===== src/atx_regs.vh =====
// Constants for the side-channel transmit insertion block.
// Assumes inclusion by bare name from the block's design files.
`ifndef ATX_REGS_VH
`define ATX_REGS_VH
// =====================================================================
// Frame geometry
// =====================================================================
`define ATX_WORD_W        32
`define ATX_BYTES         4
`define ATX_SEQ_W         7
`define ATX_SEQ_LAST      7'h03
`define ATX_X_LAST        8'hFF
`define ATX_Z_LAST        8'h95
`define ATX_BFN_LAST      12'hFFF
// =====================================================================
// Timing and buffering
// =====================================================================
`define ATX_EXTRA_LAT     4
`define ATX_FIFO_DEPTH    8
// Control byte mask of word zero of each basic frame (first byte only).
`define ATX_CTRL_W0       4'h8
`endif


===== src/atx_fifo.v =====
// Synchronous FIFO with valid/ready on both sides.
// Assumes one clock and an active-low asynchronous reset.
module atx_fifo #(
    parameter WIDTH = 64,
    parameter DEPTH = 8,
    parameter AW    = 3
) (
    // Clock and reset.
    input  wire             clk,
    input  wire             nrst,
    // Fill side.
    input  wire             in_valid,
    output wire             in_ready,
    input  wire [WIDTH-1:0] in_data,
    // Drain side.
    output wire             out_valid,
    input  wire             out_ready,
    output wire [WIDTH-1:0] out_data
);
    // =================================================================
    // Storage and pointers
    // =================================================================
    reg [WIDTH-1:0] mem [0:DEPTH-1]; // Word store.
    reg [AW-1:0]    wr_q;            // Write pointer.
    reg [AW-1:0]    rd_q;            // Read pointer.
    reg [AW:0]      cnt_q;           // Occupancy.
    wire            push;
    wire            pop;

    assign in_ready  = (cnt_q != DEPTH[AW:0]);
    assign out_valid = (cnt_q != {(AW+1){1'b0}});
    assign out_data  = mem[rd_q];
    assign push      = in_valid & in_ready;
    assign pop       = out_valid & out_ready;

    // Pointer and count update; a simultaneous push and pop keeps count.
    always @(posedge clk or negedge nrst) begin
        if (!nrst) begin
            wr_q  <= {AW{1'b0}};
            rd_q  <= {AW{1'b0}};
            cnt_q <= {(AW+1){1'b0}};
        end else begin
            if (push) begin
                wr_q <= (wr_q == DEPTH[AW-1:0] - 1'b1) ? {AW{1'b0}} : wr_q + 1'b1;
            end
            if (pop) begin
                rd_q <= (rd_q == DEPTH[AW-1:0] - 1'b1) ? {AW{1'b0}} : rd_q + 1'b1;
            end
            if (push && !pop) begin
                cnt_q <= cnt_q + 1'b1;
            end else if (pop && !push) begin
                cnt_q <= cnt_q - 1'b1;
            end
        end
    end

    // Memory write, kept out of reset so it maps to plain RAM.
    always @(posedge clk) begin
        if (push) begin
            mem[wr_q] <= in_data;
        end
    end
endmodule // atx_fifo


===== src/atx_insert.v =====
// Transmit-side side-channel insertion port of a radio-link framer.
// Assumes clk is the link word clock and user logic shares it.
//
// Summary of operation
// RULE1: Word targets index shown latency cycles earlier.
// RULE2: User must present words at configured latency.
// RULE3: 32-bit words, top byte placed first.
// RULE4: Mask aligned with data and same latency.
// RULE5: Set mask bit forces supplied data bit.
// RULE6: User keeps mask clear where Z=X=0.
// RULE7: Mask over sync characters raises error next.
// RULE8: Drive one control flag per word byte.
// RULE9: Mask over control byte raises error next.
// RULE10: Master role: resync clears hyperframe, basic-frame.
// RULE11: One error bit per insertion word byte.
// RULE12: Resync acts on rising edge only.
// RULE13: Word index counts word positions per frame.
// RULE14: Cleared mask bits keep internal source data.
// The constants header must come first: the parameter defaults use its macros.
`include "atx_regs.vh"
module atx_insert #(
    parameter EXTRA_LAT = `ATX_EXTRA_LAT,
    parameter SEQ_LAST  = `ATX_SEQ_LAST
) (
    // Clock and reset.
    input  wire        clk,
    input  wire        nrst,
    // Role and resync.
    input  wire        master_role,
    input  wire        frame_resync,
    // Insertion data from user logic.
    input  wire [31:0] side_tx_payload_in,
    input  wire [31:0] side_tx_bit_override,
    // Internal frame content source (normal transmit data).
    input  wire [31:0] int_frame_word,
    // Position outputs.
    output reg  [6:0]  word_index,
    output reg  [7:0]  basic_frame_index,
    output reg  [7:0]  hyperframe_num,
    output reg  [11:0] radio_frame_num,
    output reg  [3:0]  side_tx_control_slot_flags,
    // Errors and outgoing frame stream.
    output reg  [3:0]  overwrite_err,
    output reg  [31:0] frame_word_out,
    output reg         frame_word_valid,
    input  wire        frame_word_ready
);

    // =================================================================
    // Helper function
    // =================================================================
    // Bytes whose mask has any bit set; bit 3 is byte [31:24].
    function [3:0] byte_hit;
        input [31:0] m;
        begin
            byte_hit = {|m[31:24], |m[23:16], |m[15:8], |m[7:0]};
        end
    endfunction

    // Control bytes of a given word position; only word zero has one.
    function [3:0] ctrl_of;
        input [6:0] s;
        begin
            ctrl_of = (s == 7'h00) ? `ATX_CTRL_W0 : 4'h0;
        end
    endfunction

    // =================================================================
    // Resync edge detection
    // =================================================================
    // The resync pin comes from outside, so it is synchronised first.
    reg  rs_m_q;  // First stage, read only by the second.
    reg  rs_s_q;  // Second stage.
    reg  rs_p_q;  // Previous value for edge detection.
    wire rs_rise;

    always @(posedge clk or negedge nrst) begin
        if (!nrst) begin
            rs_m_q <= 1'b0;
            rs_s_q <= 1'b0;
            rs_p_q <= 1'b0;
        end else begin
            rs_m_q <= frame_resync;
            rs_s_q <= rs_m_q;
            rs_p_q <= rs_s_q;
        end
    end

    assign rs_rise = rs_s_q & ~rs_p_q & master_role; // [RULE12] [RULE10]

    // =================================================================
    // Frame position counters
    // =================================================================
    // Counters advance once per word; the stream stalls under back-pressure
    // so that no position is ever skipped.
    wire step;
    wire fifo_in_ready;
    assign step = fifo_in_ready;

    always @(posedge clk or negedge nrst) begin
        if (!nrst) begin
            word_index        <= 7'h00;
            basic_frame_index <= 8'h00;
            hyperframe_num    <= 8'h00;
            radio_frame_num   <= 12'h000;
        end else if (rs_rise) begin
            // Restart numbering at the start of a hyperframe.
            word_index        <= 7'h00; // [RULE10]
            basic_frame_index <= 8'h00; // [RULE10]
            hyperframe_num    <= 8'h00; // [RULE10]
        end else if (step) begin
            if (word_index == SEQ_LAST[6:0]) begin // [RULE13]
                word_index <= 7'h00;
                if (basic_frame_index == `ATX_X_LAST) begin
                    basic_frame_index <= 8'h00;
                    if (hyperframe_num == `ATX_Z_LAST) begin
                        hyperframe_num  <= 8'h00;
                        radio_frame_num <= radio_frame_num + 12'h001;
                    end else begin
                        hyperframe_num <= hyperframe_num + 8'h01;
                    end
                end else begin
                    basic_frame_index <= basic_frame_index + 8'h01;
                end
            end else begin
                word_index <= word_index + 7'h01; // [RULE13]
            end
        end
    end

    // Control flags follow the word index in the same cycle.
    always @(posedge clk or negedge nrst) begin
        if (!nrst) begin
            // Reset leaves the index at word zero, so its control byte shows.
            side_tx_control_slot_flags <= `ATX_CTRL_W0; // [RULE8]
        end else if (rs_rise) begin
            side_tx_control_slot_flags <= ctrl_of(7'h00); // [RULE8]
        end else if (step) begin
            side_tx_control_slot_flags <= ctrl_of((word_index == SEQ_LAST[6:0]) ?
                                                   7'h00 : word_index + 7'h01); // [RULE8]
        end
    end

    // =================================================================
    // Write latency pipeline
    // =================================================================
    // Delay position information by 1+EXTRA_LAT steps so it meets the
    // user's word. Stage 0 holds the index shown on the outputs one step earlier.
    localparam STG = EXTRA_LAT + 1;
    reg [3:0] ctl_pipe [0:STG-1]; // Control-byte flags in flight.
    reg       syn_pipe [0:STG-1]; // Sync-character position in flight.
    integer   i;

    always @(posedge clk or negedge nrst) begin
        if (!nrst) begin
            for (i = 0; i < STG; i = i + 1) begin
                ctl_pipe[i] <= 4'h0;
                syn_pipe[i] <= 1'b0;
            end
        end else if (step) begin
            ctl_pipe[0] <= side_tx_control_slot_flags; // [RULE1]
            syn_pipe[0] <= (hyperframe_num == 8'h00) && (basic_frame_index == 8'h00) &&
                           (word_index == 7'h00);
            for (i = 1; i < STG; i = i + 1) begin
                ctl_pipe[i] <= ctl_pipe[i-1]; // [RULE1] [RULE4]
                syn_pipe[i] <= syn_pipe[i-1];
            end
        end
    end

    // Flags that apply to the word presented this cycle.
    wire [3:0] cur_ctl;
    wire       cur_syn;
    assign cur_ctl = ctl_pipe[STG-1];
    assign cur_syn = syn_pipe[STG-1];

    // =================================================================
    // Merge and error detection
    // =================================================================
    // Mask bits replace internal bits; cleared bits keep the internal word.
    wire [31:0] merged;
    assign merged = (side_tx_payload_in & side_tx_bit_override) |
                    (int_frame_word & ~side_tx_bit_override); // [RULE5] [RULE14] [RULE4]

    // Error per byte, one cycle after the offending write. The user is
    // expected to clear the mask at sync positions; this only reports it.
    always @(posedge clk or negedge nrst) begin
        if (!nrst) begin
            overwrite_err <= 4'h0;
        end else if (step) begin
            overwrite_err <= byte_hit(side_tx_bit_override) &
                             (cur_ctl | {4{cur_syn}}); // [RULE9] [RULE7] [RULE11] [RULE6]
        end else begin
            overwrite_err <= 4'h0;
        end
    end

    // =================================================================
    // Outgoing buffer
    // =================================================================
    // Word bits [31:24] leave first; the serialiser downstream drains the
    // FIFO and its back-pressure stalls frame counting here.
    wire        f_valid;
    wire [31:0] f_data;

    atx_fifo #(
        .WIDTH (32),
        .DEPTH (`ATX_FIFO_DEPTH),
        .AW    (3)
    ) u_fifo (
        .clk       (clk),
        .nrst      (nrst),
        .in_valid  (1'b1),
        .in_ready  (fifo_in_ready),
        .in_data   (merged), // [RULE3]
        .out_valid (f_valid),
        .out_ready (frame_word_ready | ~frame_word_valid),
        .out_data  (f_data)
    );

    // Register the FIFO head so the output comes straight from flops.
    always @(posedge clk or negedge nrst) begin
        if (!nrst) begin
            frame_word_out   <= 32'h00000000;
            frame_word_valid <= 1'b0;
        end else if (frame_word_ready | ~frame_word_valid) begin
            frame_word_out   <= f_data; // [RULE3]
            frame_word_valid <= f_valid;
        end
    end
endmodule // atx_insert


===== config.mk =====
export PLATFORM = sky130hd
export DESIGN_NAME = atx_insert
export DESIGN_NICKNAME = d
export VERILOG_FILES = /design/src/atx_fifo.v /design/src/atx_insert.v
export VERILOG_INCLUDE_DIRS = /design/src /design/src/src
export SDC_FILE = /design/constraint.sdc
export NUM_CORES = 1
export LEC_CHECK = 0
export ABC_CLOCK_PERIOD_IN_PS = 4270
export BUFFER_PORTS_ARGS = -buffer_cell sky130_fd_sc_hd__clkbuf_2
export CAP_MARGIN = 20
export CORE_ASPECT_RATIO = 0.5
export CORE_MARGIN = 1
export CORE_UTILIZATION = 52
export CTS_BUF_LIST = sky130_fd_sc_hd__clkbuf_16
export DETAILED_ROUTE_END_ITERATION = 10
export PLACE_DENSITY = 0.74
export SLEW_MARGIN = 20
export SYNTH_ARGS = -nofsm -noshare
export SYNTH_HDL_FRONTEND = slang
export SYNTH_HIERARCHICAL = 1
export SYNTH_SLANG_ARGS = --single-unit

===== constraint.sdc =====
create_clock -name clk -period 4.27 [get_ports clk]
set_input_delay 0.6405 -clock clk [delete_from_list [all_inputs] [get_ports clk]]
set_output_delay 0.6405 -clock clk [all_outputs]
set_load 0.01 [all_outputs]

# Word level (Yosys, flattened, before mapping)
# Memories as Yosys holds them, arrays and structs flattened. A register that Yosys moved wholly into a read port is not among the register bits.
# Cells that the tools add are included.
op_classes:
  addsub: 8
  eq_ne: 6
  muxes: 22
  bitwise_logic: 13
  n_reduce_logical: 23
ops:
  columns: ["cell", "count"]
  rows:
  - ["8-bit two-way mux", 9]
  - ["32-bit bitwise AND", 2]
  - ["32-bit NOT", 1]
  - ["32-bit OR", 1]
  - ["8-bit OR reduction", 4]
  - ["4-bit two-way mux", 6]
  - ["7-bit two-way mux", 3]
  - ["8-bit by 1-bit adder with 8-bit output (second input constant)", 2]
  - ["8-bit == test (second input constant)", 2]
  - ["8-bit zero test", 2]
  - ["7-bit zero test", 2]
  - ["12-bit by 1-bit adder with 12-bit output (second input constant)", 1]
  - ["2-bit nonzero test", 4]
  - ["7-bit by 1-bit adder with 7-bit output (second input constant)", 1]
  - ["7-bit by 2-bit == test with 1-bit output (second input constant)", 1]
  - ["3-bit by 1-bit adder with 3-bit output (second input constant)", 2]
  - ["3-bit == test (second input constant)", 2]
  - ["3-bit two-way mux", 2]
  - ["5-bit AND reduction", 1]
  - ["4-bit by 1-bit adder with 4-bit output (second input constant)", 1]
  - ["4-bit bitwise AND", 1]
  - ["1-bit logical AND", 4]
  - ["4-bit inequality test (second input constant)", 1]
  - ["4-bit OR", 1]
  - ["9 further kinds", 16]
totals:
  register_bits: 82
  ramBits: 256
  inputBits: 101
  output_inout_bits: 76
  word_cells: 96
  mem_count: 1
mem_list:
  columns: ["name", "words", "width", "rd", "rd_ports_with_merged_regs", "write_ports", "line", "rtl"]
  rows:
  - ["u_fifo.mem", 8, 32, 1, 1, 1, "atx_fifo.v:23", "reg [WIDTH-1:0] mem [0:DEPTH-1];"]

# Longest topological paths before layout
# Gate-level depths: netlist of run 1.
logic_depth:
  ltp_word: 6
  depth_mapped: 10
  depth_no_buf: 9

# Hierarchy
# The synthesis of run 1 kept the hierarchy.
modules_own_cells:
  columns: ["module", "instances", "cells_each", "area_each_um2", "seq_area_each_um2"]
  rows:
  - ["atx_fifo", 1, 435, 10286.1, 7937.6]
  - ["atx_insert", 1, 362, 4219.0, 2153.3]

# Worst setup path after synthesis of run 1
# No wires, ideal clock.
synth_path:
  kind: "register -> register"
  start: "reg u_fifo.cnt_q[0]"
  end: "mem u_fifo.mem[0][0], enable pin"
  setup_time_ps: 501
  arrival_time_ps: 3880
  t_required_ps: 3769
  setup_slack_ps: -112
  stages_incl_launch_ff: 4
  n_path_buf: 0
  period_less_slack_ps: 4382
  path_cell_list: "dfrtp_1 -> or4b_4 -> nand2_2 -> nor4_1"
synth_via:
  elab_chain_cells: 3
synth_rtl:
  columns: ["element", "line", "rtl"]
  rows:
  - ["from (decl)", "atx_fifo.v:26", "reg [AW:0] cnt_q;"]
  - ["from (signal assigned)", "atx_fifo.v:41", "cnt_q <= {(AW+1){1'b0}};"]
  - ["from (signal assigned)", "atx_fifo.v:50", "cnt_q <= cnt_q + 1'b1;"]
  - ["from (signal assigned)", "atx_fifo.v:52", "cnt_q <= cnt_q - 1'b1;"]
  - ["4-bit inequality test", "atx_fifo.v:30", "assign in_ready = (cnt_q != DEPTH[AW:0]);"]
  - ["via fifo_in_ready", "atx_insert.v:97", "wire fifo_in_ready;"]
  - ["1-bit two-way mux", "atx_fifo.v:59", "if (push) begin"]
  - ["1-bit two-way mux (implied by the code)", "atx_fifo.v:60", "mem[wr_q] <= in_data;"]
  - ["to (decl)", "atx_fifo.v:23", null]
# The timed path passes the listed nets, and every way through them passes these cells.

# Worst setup path in the final report of run 1
layout_path:
  start: "reg u_fifo.cnt_q[0]"
  end: "reg u_fifo.cnt_q[3]"
layout_via:
  elab_cells_between_ends: 12
  classes_between: "2 x add/sub; 1 x eq/ne; 2 x mux; 1 x bitwise; 6 x reduce/logical"
layout_lines:
  columns: ["element", "line", "rtl"]
  rows:
  - ["4-bit inequality test *", "atx_fifo.v:30", null]
  - ["via fifo_in_ready", "atx_insert.v:97", null]
  - ["1-bit zero test", "atx_fifo.v:51", "end else if (pop && !push) begin"]
  - ["1-bit logical AND", "atx_fifo.v:51", null]
  - ["2-bit nonzero test (no line)", null, null]
# The timed path passes the listed nets; every way through them passes the cells marked *. The select of a mux whose other input is x is not followed.
# A chain may end at the register's enable or synchronous reset.

==> results.md, run 1 <==
- The run finished with clean final reports.
- The worst vdd rail ir drop is between 0.0003 and 0.0004 V.
- The net switching power is 3.06 mW.
- The count of nets left with antenna violations after detail routing is 0.
- On the worst path, the slowest cell contributes a delay of 0.74 ns.
- After layout, the minimum clock period comes to approximately 3.2 ns.
- The number of antenna violations at the first check in global routing is 0.
- For this block, the routed nets add up to approximately 30000 um of wire.
- The first global-routing pass estimated between 40000 and 50000 um of wire.
- The total via count in the routed design is 8017.
- The critical path runs through a total of 9 cells.
- The standard-cell row count is 42.
- Averaged over all synthesized cells, the footprint is 18.2 um2.
- The die is about 240 um wide.
- In this run the vertical extent of the chip is 120 um.
- The number of antenna cells inserted is 0.
- OpenSTA, run right after detailed placement, puts the worst setup slack at ~1.1 ns.
- Clock tree synthesis inserted a total of 31 buffers.
- The register share of total power is a little under half.
- The later pin in the worst-skew pair is clocked with a latency of a little under 0.6 ns.
- Sorting the synthesized cells by area gives the leading types as edfxtp_1 53%, dfrtp_1 16%, mux4_2 9.9%, mux2_2 8.4%, ha_1 1.3%.
- In the final routed layout, each cell accounts on average for 21.3 um.
- Entering global routing, the biggest net connects 80 pins.
- Across the routed clock network, the largest skew measured is between 0.02 and 0.025 ns.
- The maximum fanout along the worst path is 25.
- Combinational cells account for a little over a quarter of the total power.
- The count of fill cells added during filler insertion is between 1500 and 2000.
- The post-synthesis cell count is roughly 800.
- Synthesis inferred ~350 register bits.
- The kind of start point of the critical path is a register.
- The cell area after synthesis is 14500 um2.
- The library cell occupying the most area in the post-synthesis netlist is edfxtp_1.
- The final count of pins violating max slew is 0.
- The portion of total power attributed to the clock network is ~27%.
- The critical path goes through or4b_4 > nand2_2 > inv_1 > ha_1 > inv_1 > ha_1 > or4_1 > o211ai_1 > o211ai_1.
- Tracing the worst setup path back leads to its startpoint at u_fifo/cnt_q[0].
- After routing, the total negative slack on setup checks comes to 0 ns.
- The Yosys step of the flow raised 6 warnings.
- The number of global-route vias before repair came to 8362.
- The post-synthesis cell type count is 54.
- The region available for standard cell placement spans approximately 27000 um2.
- CTS placed an instance of clkbuf_16 at the clock tree root.
- The internal portion of the total power is around 7.5 mW.
- For the worst setup path, the data required time is 4.71 ns.
- The kind of cell with the highest combined delay along the critical path is simple AND/OR/NAND/NOR gates.
- In this run the number of H-tree levels came out at 1.
- The ratio of cells with drive above 1 in the final layout is about 42%.
- The depth of the worst register-to-register path is 9.
- Global routing used a little over a fifth of the available tracks.
- The share of the synthesized area in the top cell type is 53.0%.
- The area of placed instances is around 16000 um2.
- The clock passes through at most 3 buffers.
- Port buffering added roughly 170 buffers.
- Across all register-to-register paths, the minimum setup slack is ~1.1 ns.
- The clock net in this run drives a total of between 300 and 400 sinks.
- Of the total power, the share spent switching nets is 29.0%.
- The first detailed-routing pass ran for 5 iterations.
- The number of hold buffers added after cts is 0.
- The total power divided by cell area is around 620 nW/um2.
- The count of instances resized after the clock tree is built is 0.
- The post-CTS setup buffer count is 0.
- The analysis attributes to cell leakage a power of roughly 6.2 nW.
- The DRC marker count from the first detailed-route iteration is between 500 and 600.
- The clock tree from TritonCTS is yes.
- Together, buffers and inverters on the worst path number 2.
- The number of remaining DRC errors is 0.
- The post-detailed-placement half-perimeter wirelength is 17800 um.
- The achievable frequency is 314 MHz.
- The startpoint of the worst-slack reg-to-reg timing path is u_fifo/cnt_q[0].
- Setup repair after global routing left no endpoint under its margin.
- The count of boundary I/O pins is 177.
- STA classifies the critical path endpoint as a register.
- The final-stage net count is around 1100.
- STA puts the critical path data arrival time at around 3.6 ns.
- Of all flip-flops after synthesis, the portion carrying an async set or reset was 27.3%.
- The area of the multi-input gates is 4240 um2.
- The flip-flop and latch area is ~10000 um2.
- Across the run, the number of max-cap violations was 0.
- Counting flops with a built-in enable in the synthesized netlist gives 256.
- The slowest stage of the critical path is the or4b_4 cell.
- The worst max-slew margin expressed relative to the limit is 28.5%.
- After routing the design area is ~17000 um2.
- The critical path in this run is classified as reg2reg.
- The setup violation total in the final timing report is 0.
- After clock tree synthesis, the clock-pin slew on the worst setup and hold paths is 0.07 ns.
- Once the floorplan was initialized, standard cells occupied between 50% and 60% of the core.
- The residual overflow from global routing is 0.
- Cells fill 62.8% of the core in the end.
- The number of failing hold endpoints at the final stage is 0.
- The slew at the pin closest to its max-slew limit is roughly 1.1 ns.
- The area growth from synthesis to layout is 16.5%.
- The weighted congestion reported at the end of routability-driven placement is 0.836.
- The worst reg2reg path endpoint is u_fifo/cnt_q[3].
- The die covers approximately 29000 um2.
- The worst path uses between 70% and 80% of the clock period.
- The flip-flop cell with the highest count after synthesis is edfxtp_1.
- The destination of the critical timing path is u_fifo/cnt_q[3].
- The post-synthesis sequential area ratio is 69.6%.
- Dividing the detail-routed via count by the number of cells gives approximately 5.8.
- The worst hold path belongs to the class in2async.
- The least setup slack across all paths after layout is 1.09 ns.
## routing by layer
layer | vias up | global-route usage, % | part of all wire (%)
met1 | 4168 | 29.4 | 43
li1 | 3563 | - | -
met5 | - | 0 | 0
met4 | 0 | 5.57 | 2.1
met2 | 238 | 36.0 | 50
met3 | 48 | 3.36 | 5.2
## Yosys cell counts, types with 10 or more instances
library cell	number
a21oi_1	22
ha_1	15
nor4_1	21
clkbuf_1	13
nand3_1	19
dfrtp_1	95
xnor2_1	12
nand4_1	10
edfxtp_1	256
inv_1	13
mux4_2	64
nor2_1	15
mux2_2	108
nor3_1	12
nand2_1	24
## kinds of logic (layout without fill, tap and decap cells)
kind of cell	after synthesis	in the layout	share of synthesized area, %
multiplexers	178	178	18.8
AO/OA/AOI/OAI	45	45	2.02
buffers and inverters	48	259	1.70
XOR/XNOR	20	20	1.21
flip-flops	352	352	69.6
other	2	5	0.0518
adder cells (fa/ha/maj)	16	16	1.43
AND/OR/NAND/NOR	136	136	5.26
## placed cells by master, fill, tap and decap left out, types with 12 or more instances in the layout
cell type	n
nand2_1	24
clkbuf_16	31
xnor2_1	12
buf_4	13
dfrtp_1	92
mux4_2	64
inv_1	16
clkbuf_2	173
mux2_2	108
a21oi_1	22
ha_1	15
nor2_1	12
edfxtp_1	256
nand3_1	19
nor4_1	20
## power by group through the flow
stage / Sequential (mW) / Clock, mW / Combinational [mW]
2_1_floorplan: 4.79 / 0 / 2.07
3_3_place_gp: 4.93 / 0 / 2.72
3_5_place_dp: 4.98 / 0 / 2.80
4_1_cts: 4.92 / 2.94 / 2.81
5_1_grt: 4.99 / 3.08 / 3.00
6_report: 4.90 / 2.89 / 2.77
## per-stage QoR
step           power [mW]  std cells  hold slack, ns
3_3_place_gp         7.65       1326           0.335
4_1_cts              10.7       1384           0.163
5_1_grt              11.1       1385           0.169
6_report             10.6       1385           0.133
2_1_floorplan        6.86        800           0.331
3_5_place_dp         7.78       1326           0.355
## how the worst min path moves through the flow
stage	start	endpoint	slack, ns	cells past startpoint
finish	nrst	frame_word_out[30]	0.13	1
global route	frame_resync	rs_m_q	0.17	1
CTS	frame_resync	rs_m_q	0.16	1
detailed placement	rs_m_q	rs_s_q	0.35	0
global placement	rs_m_q	rs_s_q	0.34	0
floorplan	rs_m_q	rs_s_q	0.33	0
## state kept, by name, summed over array words and instances (netlist names)
| name | cells |
|---|---|
| u_fifo/mem | 256 |
| frame_word_out | 32 |
| radio_frame_num | 12 |
| basic_frame_index | 8 |
| hyperframe_num | 8 |
| word_index | 7 |
| ctl_pipe | 4 |
| overwrite_err | 4 |
| syn_pipe | 4 |
| u_fifo/cnt_q | 4 |
| u_fifo/rd_q | 3 |
| u_fifo/wr_q | 3 |
| cur_ctl | 1 |
| cur_syn | 1 |
| frame_word_valid | 1 |
| rs_m_q | 1 |
| rs_p_q | 1 |
| rs_s_q | 1 |
| side_tx_control_slot_flags | 1 |
## final cells by class
cell class	count	area share, %
well taps	374	2.77
inverters	13	0.289
flip-flops and latches	352	59.7
multi-input cells	400	25.1
clock buffers	31	4.59
repair buffers	188	5.88
clock inverters	27	1.66
No activity file was read; power rests on OpenSTA's default activity.
==> run 2, diff against run 1 <==
--- a/config.mk
+++ b/config.mk
@@ -6,7 +6,7 @@
 export SDC_FILE = /design/constraint.sdc
 export NUM_CORES = 1
 export LEC_CHECK = 0
-export ABC_CLOCK_PERIOD_IN_PS = 4270
+export ABC_CLOCK_PERIOD_IN_PS = 2700
 export BUFFER_PORTS_ARGS = -buffer_cell sky130_fd_sc_hd__clkbuf_2
 export CAP_MARGIN = 20
 export CORE_ASPECT_RATIO = 0.5
==> constraint.sdc (replaced) <==
create_clock -name clk -period 2.7 [get_ports clk]
set_input_delay 0.405 -clock clk [delete_from_list [all_inputs] [get_ports clk]]
set_output_delay 0.405 -clock clk [all_outputs]
set_load 0.01 [all_outputs]
==> results.md, run 2 (synthesized netlist as in run 1, its figures left out) <==
- After clock tree synthesis, the clock-pin slew on the worst setup and hold paths is approximately 0.070 ns.
- The count of port buffers added during placement is approximately 170.
- In the final layout, the registers with the most flip-flops are u_fifo/mem (256), frame_word_out (32), radio_frame_num (12).
- The data arrival time of the critical path is about 3 ns.
- Once routing completed, OpenROAD measured the worst setup slack at ~0.15 ns.
- The library cells used most frequently in the layout, excluding fill and tap cells, are 256 x edfxtp_1, 172 x clkbuf_2, 108 x mux2_2, 91 x dfrtp_1, 64 x mux4_2.
- Counting tap cells, the placed design contains a total of roughly 1400 instances.
- Based on the critical path, the design can be clocked at up to 392 MHz.
- The required time of the critical path is 3.14 ns.
- The tightest hold path in the finished design has a slack of ~0.13 ns.
- The worst path needs 2.55 ns of the cycle, external delays included.
- The register with the most flip-flops in the layout has roughly 260 of them.
- Leaving out fill and tap cells, the most frequent cell in the layout is edfxtp_1.
- The utilization after layout is between 60% and 70%.
- Summing over every cut layer, the via total after detailed routing is 8037.
- Wires add up to between 20000 and 30000 um.
- The die covers approximately 29000 um2.
- In this run the power density over the cells is 978 nW/um2.
- The slew at the pin closest to its max-slew limit is approximately 1.1 ns.
- The setup path with the least slack is of type reg2reg.
- The first detailed-routing pass took 8 iterations.
- Once detail routing completed, the nets flagged for antenna violations numbered 0.
- The floorplan step set the die height to roughly 120 um.
- Power comes to 16.8 mW.
- The number of antenna violations at the first check in global routing is 0.
- The final-stage net count is about 1100.
- Of the available clock period, the critical path in the final layout requires roughly 95%.
- The number of failing hold endpoints at the final stage is 0.
- The category of the worst setup path capture point is a register.
- The final count of pins violating max slew came to 0.
- The critical path starts at u_fifo/cnt_q[2].
- The number of buffers added by the clock tree synthesis step is 31.
- Once placement finished, the instance area stood at approximately 16000 um2.
- In this run the horizontal extent of the chip is approximately 240 um.
- The finished layout holds between 1000 and 1500 standard cells, fillers aside.
- The residual overflow from global routing is 0.
- Clock skew on the completed layout was measured at between 0.02 and 0.025 ns.
- TritonCTS built the clock tree.
- The type of the tightest min-delay check is in2reg.
- The post-route netlist has between 40% and 50% of its cells at a drive strength greater than 1.
- The worst reg2reg path endpoint is u_fifo/cnt_q[3].
- In this run the tightest slew margin relative to its limit is 26.2%.
- The area growth from synthesis to layout is 18.3%.
- The post-CTS setup buffer count is 0.
- The clock sink count is around 350.
- The count of fill cells added during filler insertion is roughly 1900.
- The clock latency at the later pin of the worst-skew pair is a little under 0.6 ns.
- During I/O placement, the number of pins put on the boundary was about 180.
- Along the worst path, the maximum fanout reaches 6.
- The area of the placeable core is between 20000 and 30000 um2.
- The average wire length per cell after detail routing is 21.1 um.
- The number of remaining DRC errors is 0.
- The run finished with clean final reports.
- The wire length of the first global-routing pass is approximately 47000 um.
- The repair_antennas step left the layout with diodes totalling 0.
- The weighted congestion reported at the end of routability-driven placement is roughly 0.8.
- Global routing consumed, over all layers together, between 20% and 30% of the routing resources.
- VDD sags by at most ~0.0005 V.
- The tool flagged a number of max-cap violations equal to 0.
- In the final timing run, aggregate negative setup slack is 0 ns.
- After the first detailed-routing iteration, the DRC count stood at 499.
- The most critical setup path has its endpoint at u_fifo/cnt_q[3].
- Once detailed placement completed, the half-perimeter wirelength came to 18500 um.
- No sink is reached through more buffers than the 3 on the longest clock path.
- The register with the most flip-flops in the final layout is u_fifo/mem.
- The H-tree depth reported by CTS is 1.
- The kind of start point of the critical path is a register.
- The cell at the root of the clock tree is clkbuf_16.
- After floorplanning, the core was divided into 42 placement rows.
- Setup repair after global routing left no endpoint under its margin.
- The number of global-route vias before repair is 8495.
- For this design the static power due to leakage is about 6.4 nW.
- The startpoint identified for the worst register-to-register timing path is u_fifo/cnt_q[2].
- The post-placement setup slack is 0.0108 ns.
- Setup violations remaining at the end of the flow were counted as 0.
- The reg2reg setup slack is 0.15 ns.
- The number of vias per cell is about 5.7.
- Once the floorplan was initialized, standard cells occupied a little over half of the core.
- Counting cells, the worst reg-to-reg path comes to 9.
- Entering global routing, the biggest net connects slightly below 50 pins.
- Summing all non-filler instances in the final layout gives an area of 17200 um2.
==> run 2: repair_timing <==
action,4_1_cts,5_1_grt
endpoints found under the hold margin,42,0
resized for setup,0,3
setup endpoints to repair,0,1
hold buffers,2,0
==> run 2: power by group <==
part	total, mW	switching (mW)	leakage (nW)	internal, mW
combinational	4.90	2.33	2.34	2.58
clock	4.33	1.94	0.522	2.38
sequential	7.55	0.606	3.51	6.94
==> run 2: worst min-delay path by stage <==
stage / start / to / slack, ns / cells past startpoint
detailed placement: rs_m_q / rs_s_q / 0.35 / 0
finish: side_tx_bit_override[15] / overwrite_err[1] / 0.13 / 3
floorplan: nrst / basic_frame_index[0] / 0.11 / 0
global placement: rs_m_q / rs_s_q / 0.35 / 0
global route: side_tx_bit_override[2] / overwrite_err[0] / 0.12 / 3
CTS: side_tx_bit_override[14] / overwrite_err[1] / 0.09 / 3
==> run 2: routing by layer <==
| layer | track usage [%] | part of all wire [%] | wire length, um | up-vias |
|---|---|---|---|---|
| li1 | - | - | - | 3611 |
| met1 | 29.3 | 43 | 12700 | 4157 |
| met2 | 37.5 | 51 | 15100 | 230 |
| met3 | 3.84 | 5.2 | 1540 | 39 |
| met4 | 4.37 | 1.6 | 484 | 0 |
| met5 | 0 | 0 | 0 | - |
==> run 2: area by class of cell <==
class	count	area (um2)	share of cell area (%)
clock buffer	31	776	4.52
clock inverter	27	214	1.25
inverter	13	48.8	0.284
multi-input combinational	400	4250	24.8
sequential	352	10100	58.9
tap	374	468	2.73
timing repair buffer	213	1300	7.57
==> run 2: critical path, stage by stage (launching register included) <==
cell and delay [ns]:
dfrtp_2 0.45, or4b_4 0.52, nand2_4 0.10, inv_1 0.04, ha_2 0.21, inv_2 0.10, ha_1 0.29, or4_1 0.52
o211ai_1 0.11, o211ai_1 0.09
==> run 3, diff against run 2 <==
--- a/config.mk
+++ b/config.mk
@@ -10,10 +10,12 @@
 export BUFFER_PORTS_ARGS = -buffer_cell sky130_fd_sc_hd__clkbuf_2
 export CAP_MARGIN = 20
 export CORE_ASPECT_RATIO = 0.5
-export CORE_MARGIN = 1
+export CORE_MARGIN = 2
 export CORE_UTILIZATION = 52
 export CTS_BUF_LIST = sky130_fd_sc_hd__clkbuf_16
 export DETAILED_ROUTE_END_ITERATION = 10
+export HOLD_SLACK_MARGIN = 0.15
+export MAX_ROUTING_LAYER = met4
 export PLACE_DENSITY = 0.74
 export SLEW_MARGIN = 20
 export SYNTH_ARGS = -nofsm -noshare
==> results.md, run 3 (synthesized netlist as in run 1, its figures left out) <==
- The run finished with clean final reports.
- The total via count in the routed design is approximately 8000.
- The clock tree from TritonCTS is yes.
- The ratio of cells with drive above 1 in the final layout is a little over two fifths.
- The area growth from synthesis to layout is 18.7%.
- In this run the cell area measured after placement is around 16000 um2.
- After legalization and detailed placement, the total HPWL measured around 18000 um.
- The first TritonRoute pass finished after 4 iterations.
- The final count of pins violating max slew came to 0.
- The number of failing hold endpoints at the final stage came to 0.
- The starting density of the core is between 50% and 60%.
- The count of port buffers added during placement is around 170.
- Across the routed clock network, the largest skew measured is about 0.025 ns.
- The final-stage net count is around 1100.
- The number of remaining DRC errors is 0.
- Of all nets on the critical path, the largest fanout is 6.
- The slew at the pin closest to its max-slew limit is around 0.72 ns.
- Wires add up to between 20000 and 30000 um.
- The time the worst path needs with I/O delays and setup is about 2.6 ns.
- For the final routed database, the setup TNS stands at 0 ns.
- Setup slack on the critical path of the routed design comes to 0.112 ns.
- Setup repair after global routing left no endpoint under its margin.
- The weighted congestion reported at the end of routability-driven placement is ~0.85.
- In the layout the commonest cells are 256 x edfxtp_1, 172 x clkbuf_2, 108 x mux2_2, 92 x dfrtp_1, 64 x mux4_2.
- The post-placement setup slack is roughly 0.021 ns.
- In this run, CTS created clock tree buffers numbering 30.
- The cell at the root of the clock tree is clkbuf_16.
- During I/O placement, the number of pins put on the boundary was around 180.
- The required time of the critical path is roughly 3.1 ns.
- Clock-pin slew was measured on the worst setup and hold paths at approximately 0.070 ns.
- The global routing usage summed across all routing layers is 21.5%.
- The static power due to leakage is 6.36 nW.
- The area of the placeable core is about 28000 um2.
- The min-delay analysis places its worst path in the category in2reg.
- The layout has between 1500 and 2000 filler cells.
- Data on the critical path arrives at its endpoint at 3.02 ns.
- The setup violation total in the final timing report is 0.
- Global routing finished with a remaining overflow of 0.
- The clock sink count is ~350.
- u_fifo/mem holds more flip-flops than any other register.
- The count of nets left with antenna violations after detail routing is 0.
- In this run the post-CTS setup repair buffer count came out at 0.
- STA classifies the critical path startpoint as a register.
- In the final routing, the length of wire on met1 measures approximately 13000 um.
- The clock reaches the later pin of the worst-skew pair after slightly below 0.6 ns.
- The standard-cell row count is 43.
- The total power divided by cell area is 969 nW/um2.
- Routed signal wires occupy layers up through met4.
- The category of the critical setup timing path is reg2reg.
- The worst hold margin is approximately 0.18 ns.
- The die covers approximately 29000 um2.
- The overall die height is 122 um.
- The final cell count without fillers is about 1400.
- Including well taps, the total number of placed cells is approximately 1400.
- Headroom to the max-slew limit came out at between 50% and 60%.
- 0 antenna diodes ended up in the layout.
- The worst vdd rail ir drop is around 0.00055 V.
- The average wire length per cell after detail routing is 20.8 um.
- The reg2reg setup slack is between 0.1 and 0.15 ns.
- The final critical-path share of the clock period is approximately 96%.
- Measured on the finished design, the core utilization comes to 62.5%.
- The number of global-route vias before repair is about 8000.
- The detailed route wirelength on metal3 is 1410 um.
- Power comes to roughly 17 mW.
- The number of antenna violations at the first check in global routing is 0.
- Entering global routing, the biggest net connects 55 pins.
- The routed design uses around 15000 um of met2 wire.
- The number of maximum-capacitance violations is 0.
- In this run the number of H-tree levels came out at 1.
- The wire length of the first global-routing pass is ~46000 um.
- Based on the critical path, the design can be clocked at up to roughly 390 MHz.
- In the final layout, the registers with the most flip-flops are u_fifo/mem (256), frame_word_out (32), radio_frame_num (12).
- Using the TritonRoute via totals, the vias-per-cell ratio works out to around 5.6.
- The post-route standard cell area excluding fillers is 17200 um2.
- The DRC marker count from the first detailed-route iteration is about 500.
- The most common cell after layout, fill and taps aside is edfxtp_1.
- The clock tree buffer depth is 3.
- Measured along the x axis, the die boundary spans between 200 and 250 um.
- The number of flip-flops under the largest register name is 256.
- STA classifies the critical path endpoint as a register.
run 3: cell count changes in the layout (fill, tap and decap cells not counted), moves of 2 or more:
cell	previous run	this run
buf_4	29	23
clkinv_1	5	7
clkinvlp_4	1	3
dlygate4sd3_1	2	11
inv_1	21	17
run 3: worst paths after layout:
check                                    startpoint                   to  cells after the start
max                                 u_fifo/cnt_q[1]      u_fifo/cnt_q[3]                      9
min                        side_tx_bit_override[27]     overwrite_err[3]                      3
max reg2reg                         u_fifo/cnt_q[1]      u_fifo/cnt_q[3]                      9
min reg2reg                                  rs_m_q               rs_s_q                      0
max in group asynchronous                      nrst   frame_word_out[16]                      3
min in group asynchronous                      nrst  radio_frame_num[10]                      2
run 3: report_power, final:
part	switching, mW	total (mW)	internal (mW)
clock network	1.93	4.25	2.32
registers	0.601	7.54	6.94
logic	2.30	4.88	2.58
run 3: critical path: stages (launching register included):
cell and delay [ns]:
dfrtp_1 0.38, or4b_4 0.58, nand2_4 0.09, inv_1 0.04, ha_2 0.21, inv_2 0.09
ha_1 0.29, or4_1 0.53, o211ai_1 0.12, o211ai_1 0.11
run 3: layout make-up:
class | count | area [um2] | share of cell area [%]
clock buffer | 30 | 751 | 4.36
clock inverter | 26 | 226 | 1.32
inverter | 13 | 48.8 | 0.283
multi-input combinational | 400 | 4250 | 24.7
sequential | 352 | 10100 | 58.6
tap | 382 | 478 | 2.78
timing repair buffer | 217 | 1360 | 7.92
run 3: repair_timing:
| action | CTS | global route |
|---|---|---|
| hold endpoints to repair | 41 | 0 |
| hold buffers | 11 | 0 |
| resized for setup | 0 | 2 |
| endpoints found under the setup margin | 0 | 1 |
run 3: per-layer routing:
layer  track usage (%)  vias to the layer above
met5                 -                        -
met4              4.62                        0
met3              3.74                       45
met2              35.6                      196
met1              28.4                     4152
li1                  -                     3610
